**config.mk**
```make
export PLATFORM = sky130hd
export DESIGN_NAME = fbpg_top
export DESIGN_NICKNAME = d
export VERILOG_FILES = /design/src/inc/fbpg_pkg.sv /design/src/logic/fbpg_pin.sv /design/src/logic/fbpg_top.sv
export SDC_FILE = /design/constraint.sdc
export NUM_CORES = 1
export LEC_CHECK = 0
export ABC_AREA = 1
export ABC_CLOCK_PERIOD_IN_PS = 1800
export BUFFER_PORTS_ARGS = -buffer_cell sky130_fd_sc_hd__buf_4
export CORE_UTILIZATION = 30
export CTS_CLUSTER_SIZE = 24
export DETAILED_ROUTE_END_ITERATION = 10
export GPL_TIMING_DRIVEN = 0
export PLACE_DENSITY = 0.55
export SETUP_SLACK_MARGIN = 0.1
export SLEW_MARGIN = 20
export SYNTH_ARGS = -nofsm -noshare
export SYNTH_HDL_FRONTEND = slang
export SYNTH_HIERARCHICAL = 1
export SYNTH_SLANG_ARGS = --single-unit
```
**constraint.sdc**
```tcl
create_clock -name mclk -period 1.8 [get_ports mclk]
set_input_delay 0.36 -clock mclk [delete_from_list [all_inputs] [get_ports mclk]]
set_output_delay 0.36 -clock mclk [all_outputs]
set_load 0.03 [all_outputs]
```
**src/inc/fbpg_pkg.sv**
```systemverilog
// Constants shared by the two-port GPIO block and its pin cell
package fbpg_pkg;

    ////////////////////////////////////////////////////////////////////////
    // Register indices; the byte address is four times the index
    localparam logic [11:0] FBPG_IDX_P0_LATCH  = 12'h0000;
    localparam logic [11:0] FBPG_IDX_P1_LATCH  = 12'h0001;
    localparam logic [11:0] FBPG_IDX_P0_PINRD  = 12'h000D;
    localparam logic [11:0] FBPG_IDX_P1_PINRD  = 12'h000E;
    localparam logic [11:0] FBPG_IDX_P0_DIR    = 12'h0F1A;
    localparam logic [11:0] FBPG_IDX_P1_DIR    = 12'h0F1B;
    localparam logic [11:0] FBPG_IDX_P0_PULLUP = 12'h0F27;
    localparam logic [11:0] FBPG_IDX_P0_FUNC   = 12'h0F34;
    localparam logic [11:0] FBPG_IDX_SYSCTL    = 12'h0F80;
    localparam logic [11:0] FBPG_IDX_P1_PULLUP = 12'h0F81;

    ////////////////////////////////////////////////////////////////////////
    // Bus and field geometry
    localparam int          FBPG_ADDR_W      = 14;
    localparam int          FBPG_DATA_W      = 32;
    localparam int          FBPG_PORT_W      = 4;
    localparam int          FBPG_FS_HF_BIT   = 0;
    localparam int          FBPG_FS_LF_BIT   = 2;
    localparam int          FBPG_SC_OSC_BIT  = 0;
    localparam int          FBPG_SC_RSTF_BIT = 1;
    localparam int          FBPG_P1_RST_PIN  = 0;
    localparam int          FBPG_P1_STOP_PIN = 1;
    localparam int          FBPG_P1_IRQA_PIN = 2;
    localparam int          FBPG_P1_IRQB_PIN = 3;
    localparam int          FBPG_P1_IRQC_PIN = 1;

    ////////////////////////////////////////////////////////////////////////
    // Reset values
    localparam logic [3:0]  FBPG_RST_NIBBLE  = 4'h0;
    localparam logic        FBPG_RST_FS_BIT  = 1'b0;
    localparam logic        FBPG_RST_OSC_EN  = 1'b0;
    localparam logic        FBPG_RST_RSTFUNC = 1'b1;
    localparam logic [31:0] FBPG_RD_ZERO     = 32'h0000_0000;

    ////////////////////////////////////////////////////////////////////////
    // Bus slave states, one-hot
    typedef enum logic [1:0] {
        FBPG_IDLE = 2'b01,
        FBPG_DONE = 2'b10
    } fbpg_bus_st_t;

endpackage

```
**src/logic/fbpg_pin.sv**
```systemverilog
// One port pin cell: drive, enable, pull-up and masked read value
module fbpg_pin
    import fbpg_pkg::*;
(
    input  wire logic mclk,      // System clock
    input  wire logic rst,       // Async reset, active high
    input  wire logic clk_en,    // Freezes state while low
    input  wire logic dir,       // 1 output, 0 input
    input  wire logic latch,     // Output latch bit
    input  wire logic pu_en,     // Pull-up request bit
    input  wire logic alt_sel,   // Pin taken by a secondary function
    input  wire logic pin_in,    // Live pin level
    output logic      pin_out_q, // Pin drive value
    output logic      pin_oe_q,  // Pin output enable
    output logic      pull_q,    // Pull-up connect
    output logic      read_val   // Masked pin level for reads
);

    ////////////////////////////////////////////////////////////////////////
    // Drive and enable, only in port output mode
    always_ff @(posedge mclk or posedge rst) begin
        if (rst) begin
            pin_out_q <= 1'b0;
            pin_oe_q  <= 1'b0;
        end else if (clk_en) begin
            pin_out_q <= latch;
            pin_oe_q  <= dir & ~alt_sel;
        end
    end

    // Pull-up only while the pin is an input
    always_ff @(posedge mclk or posedge rst) begin
        if (rst) begin
            pull_q <= 1'b0;
        end else if (clk_en) begin
            pull_q <= pu_en & ~dir & ~alt_sel;
        end
    end

    // Zero when output or owned by a secondary function
    assign read_val = pin_in & ~dir & ~alt_sel;

endmodule

```
**src/logic/fbpg_top.sv**
```systemverilog
// Two 4-bit GPIO ports with crystal, interrupt and reset pin sharing
//
// Operation
// - Port 0 has four pins whose direction bits pick input (0) or output (1), reset to input.
// - A port 0 latch bit drives its pin low or high only in output mode, resets to 0, upper bits read 0.
// - Function bit 0 hands pins 0 and 1 to the high-frequency crystal and bit 2 pins 2 and 3 to the low one.
// - Setting the oscillator enable while the high-frequency select is 0 raises a system reset.
// - A port 0 pull-up bit connects the pull-up only when it is 1 and the pin is an input.
// - Pin read bits 0 and 1 give 0 in output mode or with the high-frequency crystal, else the pin level.
// - Pin read bits 2 and 3 give 0 in output mode or with the low-frequency crystal, else the pin level.
// - Port 1 has four pins with latch and direction registers, resetting to input and 0.
// - After reset port 1 pin 0 is the external reset input until software frees it for port use.
// - In input mode port 1 pins 3, 2 and 1 feed external interrupts, and pin 1 also the stop release.
// - Port 1 pull-ups can only be connected while their pin is an input.
// - Port 1 pin read gives 0 for output bits and for pin 0 while it holds the reset function, else the pin level.
module fbpg_top
    import fbpg_pkg::*;
(
    input  wire logic                   mclk,              // System clock
    input  wire logic                   rst,               // Async reset
    input  wire logic                   clk_en,            // Clock enable
    // Avalon-MM slave
    input  wire logic [FBPG_ADDR_W-1:0] address,           // Byte address
    input  wire logic                   read,              // Read request
    input  wire logic                   write,             // Write request
    input  wire logic [3:0]             byteenable,        // Byte lanes
    input  wire logic [FBPG_DATA_W-1:0] writedata,         // Write data
    output logic      [FBPG_DATA_W-1:0] readdata,          // Read data
    output logic                        waitrequest,       // Stall
    // Port 0 pins
    input  wire logic [3:0]             p0_pin_in,         // Pin levels
    output logic      [3:0]             p0_pin_out,        // Drive values
    output logic      [3:0]             p0_pin_oe,         // Drive enables
    output logic      [3:0]             p0_pullup_on,      // Pull-ups
    // Port 1 pins
    input  wire logic [3:0]             p1_pin_in,         // Pin levels
    output logic      [3:0]             p1_pin_out,        // Drive values
    output logic      [3:0]             p1_pin_oe,         // Drive enables
    output logic      [3:0]             p1_pullup_on,      // Pull-ups
    // Secondary functions
    output logic                        hf_crystal_select, // HF on pins 0/1
    output logic                        lf_crystal_select, // LF on pins 2/3
    output logic                        ext_hf_osc_enable, // HF osc enable
    output logic                        sys_reset_req,     // Reset pulse
    output logic                        ext_reset_n,       // Ext reset in
    output logic                        ext_irq_a,         // From pin 2
    output logic                        ext_irq_b,         // From pin 3
    output logic                        ext_irq_c,         // From pin 1
    output logic                        stop_release       // From pin 1
);

    ////////////////////////////////////////////////////////////////////////
    // Register state
    logic [3:0]   p0_latch_q;
    logic [3:0]   p1_latch_q;
    logic [3:0]   p0_dir_q;
    logic [3:0]   p1_dir_q;
    logic [3:0]   p0_pu_q;
    logic [3:0]   p1_pu_q;
    logic         hf_sel_q;
    logic         lf_sel_q;
    logic         osc_en_q;
    logic         rst_func_q;
    logic         sys_rst_q;
    logic         irq_a_q;
    logic         irq_b_q;
    logic         irq_c_q;
    logic         stop_q;
    logic         ext_rst_n_q;
    logic [31:0]  rdata_q;
    logic         wait_q;
    fbpg_bus_st_t st_q;

    // Pin cell ownership inputs and read outputs
    logic [3:0]   p0_alt;
    logic [3:0]   p1_alt;
    logic [3:0]   p0_rd;
    logic [3:0]   p1_rd;

    // Bus decode
    logic [11:0]  idx;
    logic         req;
    logic         wr_go;
    logic         lane0;
    logic [7:0]   wbyte;

    ////////////////////////////////////////////////////////////////////////
    // Address decode helpers

    // Register hit on the word index
    function automatic logic hit(input logic [11:0] a,
                                 input logic [11:0] r);
        hit = (a == r);
    endfunction

    // Low nibble of a byte, upper bits dropped
    function automatic logic [3:0] nib(input logic [7:0] b);
        nib = b[3:0];
    endfunction

    // Index, request and write-commit decode
    assign idx   = address[FBPG_ADDR_W-1:2];
    assign req   = read | write;
    assign wr_go = write & (st_q == FBPG_DONE);
    assign lane0 = byteenable[0];
    assign wbyte = writedata[7:0];

    ////////////////////////////////////////////////////////////////////////
    // Bus handshake: accept, then release with one low waitrequest cycle
    always_ff @(posedge mclk or posedge rst) begin
        if (rst) begin
            st_q   <= FBPG_IDLE;
            wait_q <= 1'b1;
        end else if (clk_en) begin
            case (st_q)
                FBPG_IDLE: begin
                    if (req) begin
                        st_q   <= FBPG_DONE;
                        wait_q <= 1'b0;
                    end
                end
                FBPG_DONE: begin
                    st_q   <= FBPG_IDLE;
                    wait_q <= 1'b1;
                end
                default: begin
                    st_q   <= FBPG_IDLE;
                    wait_q <= 1'b1;
                end
            endcase
        end
    end

    ////////////////////////////////////////////////////////////////////////
    // Read data, captured when the answer is issued
    always_ff @(posedge mclk or posedge rst) begin
        if (rst) begin
            rdata_q <= FBPG_RD_ZERO;
        end else if (clk_en) begin
            if (read && st_q == FBPG_IDLE) begin
                // Unmapped indices answer zero
                rdata_q <= FBPG_RD_ZERO;
                if (hit(idx, FBPG_IDX_P0_LATCH)) begin
                    rdata_q[3:0] <= p0_latch_q;
                end else if (hit(idx, FBPG_IDX_P1_LATCH)) begin
                    rdata_q[3:0] <= p1_latch_q;
                end else if (hit(idx, FBPG_IDX_P0_PINRD)) begin
                    rdata_q[3:0] <= p0_rd;
                end else if (hit(idx, FBPG_IDX_P1_PINRD)) begin
                    rdata_q[3:0] <= p1_rd;
                end else if (hit(idx, FBPG_IDX_P0_DIR)) begin
                    rdata_q[3:0] <= p0_dir_q;
                end else if (hit(idx, FBPG_IDX_P1_DIR)) begin
                    rdata_q[3:0] <= p1_dir_q;
                end else if (hit(idx, FBPG_IDX_P0_PULLUP)) begin
                    rdata_q[3:0] <= p0_pu_q;
                end else if (hit(idx, FBPG_IDX_P1_PULLUP)) begin
                    rdata_q[3:0] <= p1_pu_q;
                end else if (hit(idx, FBPG_IDX_P0_FUNC)) begin
                    rdata_q[FBPG_FS_HF_BIT] <= hf_sel_q;
                    rdata_q[FBPG_FS_LF_BIT] <= lf_sel_q;
                end else if (hit(idx, FBPG_IDX_SYSCTL)) begin
                    rdata_q[FBPG_SC_OSC_BIT]  <= osc_en_q;
                    rdata_q[FBPG_SC_RSTF_BIT] <= rst_func_q;
                end
            end
        end
    end

    ////////////////////////////////////////////////////////////////////////
    // Port 0 latch and direction
    always_ff @(posedge mclk or posedge rst) begin
        if (rst) begin
            p0_latch_q <= FBPG_RST_NIBBLE;
            p0_dir_q   <= FBPG_RST_NIBBLE;
        end else if (clk_en && wr_go && lane0) begin
            if (hit(idx, FBPG_IDX_P0_LATCH)) begin
                p0_latch_q <= nib(wbyte);
            end
            if (hit(idx, FBPG_IDX_P0_DIR)) begin
                p0_dir_q <= nib(wbyte);
            end
        end
    end

    // Port 0 pull-up and function select
    always_ff @(posedge mclk or posedge rst) begin
        if (rst) begin
            p0_pu_q  <= FBPG_RST_NIBBLE;
            hf_sel_q <= FBPG_RST_FS_BIT;
            lf_sel_q <= FBPG_RST_FS_BIT;
        end else if (clk_en && wr_go && lane0) begin
            if (hit(idx, FBPG_IDX_P0_PULLUP)) begin
                p0_pu_q <= nib(wbyte);
            end
            if (hit(idx, FBPG_IDX_P0_FUNC)) begin
                hf_sel_q <= wbyte[FBPG_FS_HF_BIT];
                lf_sel_q <= wbyte[FBPG_FS_LF_BIT];
            end
        end
    end

    ////////////////////////////////////////////////////////////////////////
    // Port 1 latch, direction and pull-up
    always_ff @(posedge mclk or posedge rst) begin
        if (rst) begin
            p1_latch_q <= FBPG_RST_NIBBLE;
            p1_dir_q   <= FBPG_RST_NIBBLE;
            p1_pu_q    <= FBPG_RST_NIBBLE;
        end else if (clk_en && wr_go && lane0) begin
            if (hit(idx, FBPG_IDX_P1_LATCH)) begin
                p1_latch_q <= nib(wbyte);
            end
            if (hit(idx, FBPG_IDX_P1_DIR)) begin
                p1_dir_q <= nib(wbyte);
            end
            if (hit(idx, FBPG_IDX_P1_PULLUP)) begin
                p1_pu_q <= nib(wbyte);
            end
        end
    end

    ////////////////////////////////////////////////////////////////////////
    // System control: oscillator enable and reset-pin function
    always_ff @(posedge mclk or posedge rst) begin
        if (rst) begin
            osc_en_q   <= FBPG_RST_OSC_EN;
            rst_func_q <= FBPG_RST_RSTFUNC;
            sys_rst_q  <= 1'b0;
        end else if (clk_en) begin
            // Reset request lasts one cycle
            sys_rst_q <= 1'b0;
            if (wr_go && lane0 && hit(idx, FBPG_IDX_SYSCTL)) begin
                // Software frees pin 0 for port use
                rst_func_q <= wbyte[FBPG_SC_RSTF_BIT];
                if (wbyte[FBPG_SC_OSC_BIT] && !hf_sel_q) begin
                    sys_rst_q <= 1'b1;
                    osc_en_q  <= 1'b0;
                end else begin
                    osc_en_q <= wbyte[FBPG_SC_OSC_BIT];
                end
            end
        end
    end

    ////////////////////////////////////////////////////////////////////////
    // Secondary-function ownership per pin
    // Crystal owns pins regardless of direction
    assign p0_alt = {lf_sel_q, lf_sel_q, hf_sel_q, hf_sel_q};
    // Reset function owns port 1 pin 0
    assign p1_alt = {3'b000, rst_func_q};

    // Pin cells for both ports
    genvar gi;
    generate
        for (gi = 0; gi < FBPG_PORT_W; gi++) begin : g_pin
            fbpg_pin u_p0 (
                .mclk      (mclk),
                .rst       (rst),
                .clk_en    (clk_en),
                .dir       (p0_dir_q[gi]),
                .latch     (p0_latch_q[gi]),
                .pu_en     (p0_pu_q[gi]),
                .alt_sel   (p0_alt[gi]),
                .pin_in    (p0_pin_in[gi]),
                .pin_out_q (p0_pin_out[gi]),
                .pin_oe_q  (p0_pin_oe[gi]),
                .pull_q    (p0_pullup_on[gi]),
                .read_val  (p0_rd[gi])
            );
            fbpg_pin u_p1 (
                .mclk      (mclk),
                .rst       (rst),
                .clk_en    (clk_en),
                .dir       (p1_dir_q[gi]),
                .latch     (p1_latch_q[gi]),
                .pu_en     (p1_pu_q[gi]),
                .alt_sel   (p1_alt[gi]),
                .pin_in    (p1_pin_in[gi]),
                .pin_out_q (p1_pin_out[gi]),
                .pin_oe_q  (p1_pin_oe[gi]),
                .pull_q    (p1_pullup_on[gi]),
                .read_val  (p1_rd[gi])
            );
        end
    endgenerate

    ////////////////////////////////////////////////////////////////////////
    // Interrupt, stop-release and reset inputs from port 1
    always_ff @(posedge mclk or posedge rst) begin
        if (rst) begin
            irq_a_q     <= 1'b0;
            irq_b_q     <= 1'b0;
            irq_c_q     <= 1'b0;
            stop_q      <= 1'b0;
            ext_rst_n_q <= 1'b1;
        end else if (clk_en) begin
            irq_a_q <= p1_pin_in[FBPG_P1_IRQA_PIN]
                       & ~p1_dir_q[FBPG_P1_IRQA_PIN];
            irq_b_q <= p1_pin_in[FBPG_P1_IRQB_PIN]
                       & ~p1_dir_q[FBPG_P1_IRQB_PIN];
            irq_c_q <= p1_pin_in[FBPG_P1_IRQC_PIN]
                       & ~p1_dir_q[FBPG_P1_IRQC_PIN];
            stop_q  <= p1_pin_in[FBPG_P1_STOP_PIN]
                       & ~p1_dir_q[FBPG_P1_STOP_PIN];
            // Pin level while reset function held
            ext_rst_n_q <= rst_func_q ? p1_pin_in[FBPG_P1_RST_PIN]
                                      : 1'b1;
        end
    end

    ////////////////////////////////////////////////////////////////////////
    // Outputs straight from flip-flops
    assign readdata          = rdata_q;
    assign waitrequest       = wait_q;
    assign hf_crystal_select = hf_sel_q;
    assign lf_crystal_select = lf_sel_q;
    assign ext_hf_osc_enable = osc_en_q;
    assign sys_reset_req     = sys_rst_q;
    assign ext_reset_n       = ext_rst_n_q;
    assign ext_irq_a         = irq_a_q;
    assign ext_irq_b         = irq_b_q;
    assign ext_irq_c         = irq_c_q;
    assign stop_release      = stop_q;

endmodule

```
==> flow_summary_export.csv <==
group,metric,value,unit
run_status,outcome,"complete, no violations",
final_layout,antenna_cells,0,
cts,clockBufferDepth,2,
grt,grt_pass1_wl,14610,um
synth,synth-xor-area-share,0,%
worst_setup_path,cp_cell_sequence,"buf_4",
final_layout,layout.nets,647,
route,drcViolationCount,0,
cts,path_clk_slew,0.05,ns
grt,gr-total-overflow,0,
timing,fmaxAchievable,638.7,MHz
final_layout,multi_input_area,1519,um^2
synth,synth.cell_area,3415,um^2
final_layout,drive_above_1_share,24.62,%
synth,ys_warn_count,6,
timing,maxSlewViolCount,0,
power,sw_frac_of_total,24.66,%
cts,root_buffer,"clkbuf_16",
synth,synth_compound_area_share,6.376,%
place,gp_congestion,0.8953,
cts,h-tree-depth,3,
power,vdd_drop_max,0.0003155,V
synth,async_reset_ff_share,100.0,%
route,ant_nets,0,
worst_setup_path,endpoint_kind,"output pin",
route,drt_iter0_drc,131,
floorplan,core-area,10980,um^2
power,internal-power,2.695,mW
worst_setup_path,cp_top_family,"flip-flops",
synth,syn_inst,466,
worst_hold_path,hp-class,"input port to flop",
cts,cts.sinks,63,
synth,post-synth-top-area-cell,"dfrtp_1",
floorplan,dieArea,11810,um^2
worst_setup_path,cp_slowest_cell,"dfrtp_1",
route,firstDrtPassIters,4,
timing,finalSetupTns,0,ns
power,leakage,2.522,nW
timing,fin_worst_skew,0.004364,ns
floorplan,die_y,108.7,um
synth,synth_top_area_share,43.97,%
route,vias,3206,
synth,synthSimpleGateAreaFrac,34.04,%
timing,setup_viol,0,
route,drt_wl_total,9174,um
synth,synth_fa_ha_area_share,0,%
floorplan,num_rows,38,
timing,max_slew_margin,58.29,%
synth,ys_top_cells_by_area,"dfrtp_1 44%, nand2_1 19%, buf_4 6.6%",
final_layout,fin_area,4594,um^2
synth,postSynthAreaPerCell,7.327,um^2
cts,cts_inserted_buffers,9,
floorplan,dieWidth,108.7,um
power,pwr-share-clk,47.2,%
grt,grt_max_degree,27,
final_layout,fill_cells,1138,
timing,finalHoldViolCount,0,
power,power_switching,882.2,uW
timing,tightestPinTransition,0.6199,ns
worst_setup_path,cp_max_fo,9,
route,routedWlPerCell,12.58,um
cts,cts_tree,"built",
synth,synth_edf_count,0,
power,p_comb_share,12.0,%
worst_setup_path,crit_type,"flop to output pin",
timing,fin_crit,1.566,ns
power,powerDensity,778.6,nW/um^2
worst_setup_path,cp.arrival,1.21,ns
timing,period_share,86.98,%
synth,yosys_most_used_dff,"dfrtp_1",
synth,yosysSeqAreaShare,46.28,%
worst_setup_path,crit_buf_inv,1,
synth,synth_mux_area_share,0,%
grt,grt_use_total,16.63,%
place,dp_hpwl,7235,um
final_layout,seq_area,1580,um^2
worst_setup_path,slowest_delay,0.63,ns
route,viasPerCell,4.398,
synth,ys_seq_elements,63,
floorplan,io_pins,129,
cts,clk_latency,0.33,ns
place,place_area,4237,um^2
grt,grt_pass1_vias,2872,
job,cap_viol_max_count,0,
grt,antenna_found_initial,0,
synth,synth_top_family_by_area,"simple AND/OR/NAND/NOR gates",
timing,rsz0062_at_grt,"yes",
floorplan,start_util,31.09,%
final_layout,area_growth,34.55,%
worst_setup_path,required,1.44,ns
worst_setup_path,start_kind,"flop",
power,seqPwrFrac,40.7,%
place,io_buffers,67,
synth,yosys.cell_types.count,25,
==> routing by layer <==
layer / track usage [%] / vias to the layer above / wire length (um)
met2: 24.64 / 98 / 4046
met1: 23.93 / 1461 / 4506
met3: 3.228 / 8 / 498
met4: 6.081 / 0 / 123
met5: 0 / - / 0
li1: - / 1639 / -
==> what timing repair did <==
item	4_1_cts	5_1_grt
gates resized for setup	0	5
setup endpoints to repair	14	21
hold buffers	1	0
pin swaps	1	0
endpoints found under the hold margin	24	0
setup buffers	2	3
==> power by group through the flow <==
stage / logic [mW] / registers, mW / clock network (mW)
floorplan: 0.257 / 1.50 / 0
global placement: 0.412 / 1.48 / 0
detailed placement: 0.420 / 1.48 / 0
CTS: 0.424 / 1.46 / 1.74
global route: 0.477 / 1.46 / 1.79
finish: 0.431 / 1.46 / 1.69
==> final timing paths <==
path	from	to	slack, ns	depth (start not counted)
max in group asynchronous	rst	st_q[0]	0.66	4
worst min-delay path	p1_pin_in[2]	ext_irq_a	0.26	2
worst max-delay path	hf_crystal_select	hf_crystal_select	0.23	1
worst max register to register	st_q[0]	readdata[2]	0.34	7
min in group asynchronous	rst	g_pin[0].u_p1/pull_q	0.55	3
worst min register to register	g_pin[0].u_p0/pin_out_q	g_pin[0].u_p0/pin_out_q	0.47	2
==> cell families after synthesis <==
group           Yosys count
compound gates           41
buf+inv                  90
flops                    63
other cells               1
simple gates            271
==> stage by stage <==
| step | hold WS (ns) | worst slack, ns | cells | util [%] | total power [mW] |
|---|---|---|---|---|---|
| after floorplan | 0.1136 | 0.3907 | 499 | - | 1.759 |
| after global placement | 0.3204 | -0.4182 | 706 | 38.39 | 1.891 |
| after detailed placement | 0.3276 | -0.3931 | 707 | 38.57 | 1.900 |
| after CTS | 0.2514 | 0.1637 | 726 | 41.46 | 3.617 |
| after global routing | 0.2606 | 0.08734 | 729 | 41.83 | 3.726 |
| final | 0.2623 | 0.2343 | 729 | 41.83 | 3.577 |
==> cells in the final DEF (no fill, tap or decap), drive strengths merged <==
master       synthesis  layout
nand2              171     171
buf                 30     103
dfrtp               60      60
inv                 60      59
nor2                52      52
o21ai               34      34
conb                 1      34
nand3               21      21
clkbuf               0      12
nand4                9       9
nor3b                8       8
nor3                 6       6
clkinv               0       3
dfstp                3       3
nor4                 2       2
and2                 2       2
o31ai                2       2
a21oi                2       2
clkinvlp             0       1
a31oi                1       1
a22o                 1       1
o21bai               1       1
bufinv               0       1
dlygate4sd3          0       1
==> registers in the layout, indices dropped and copies added, names as in the netlist, 2 cells and up <==
register / count
g_pin.u_p0/pin_oe_q: 4
g_pin.u_p0/pin_out_q: 4
g_pin.u_p0/pull_q: 4
g_pin.u_p1/pin_oe_q: 4
g_pin.u_p1/pin_out_q: 4
g_pin.u_p1/pull_q: 4
p0_dir_q: 4
p0_latch_q: 4
p0_pu_q: 4
p1_dir_q: 4
p1_latch_q: 4
p1_pu_q: 4
readdata: 4
st_q: 2
==> layout make-up <==
type / count / share of cell area (%)
plain buffers: 30 / 4.902
clock buffers: 12 / 5.365
clock inverters: 4 / 0.9804
inverters: 60 / 4.984
multi-input cells: 346 / 33.06
flip-flops and latches: 63 / 34.40
well taps: 140 / 3.813
repair buffers: 74 / 12.50
==> Yosys cell counts (all sizes together), types with 2 or more instances <==
library cell / instances
nand3: 21
nand2: 171
nor4: 2
buf: 30
inv: 60
nand4: 9
o21ai: 34
nor3b: 8
a21oi: 2
o31ai: 2
and2: 2
dfrtp: 60
nor3: 6
nor2: 52
dfstp: 3
(Power assumes the default switching activity.)
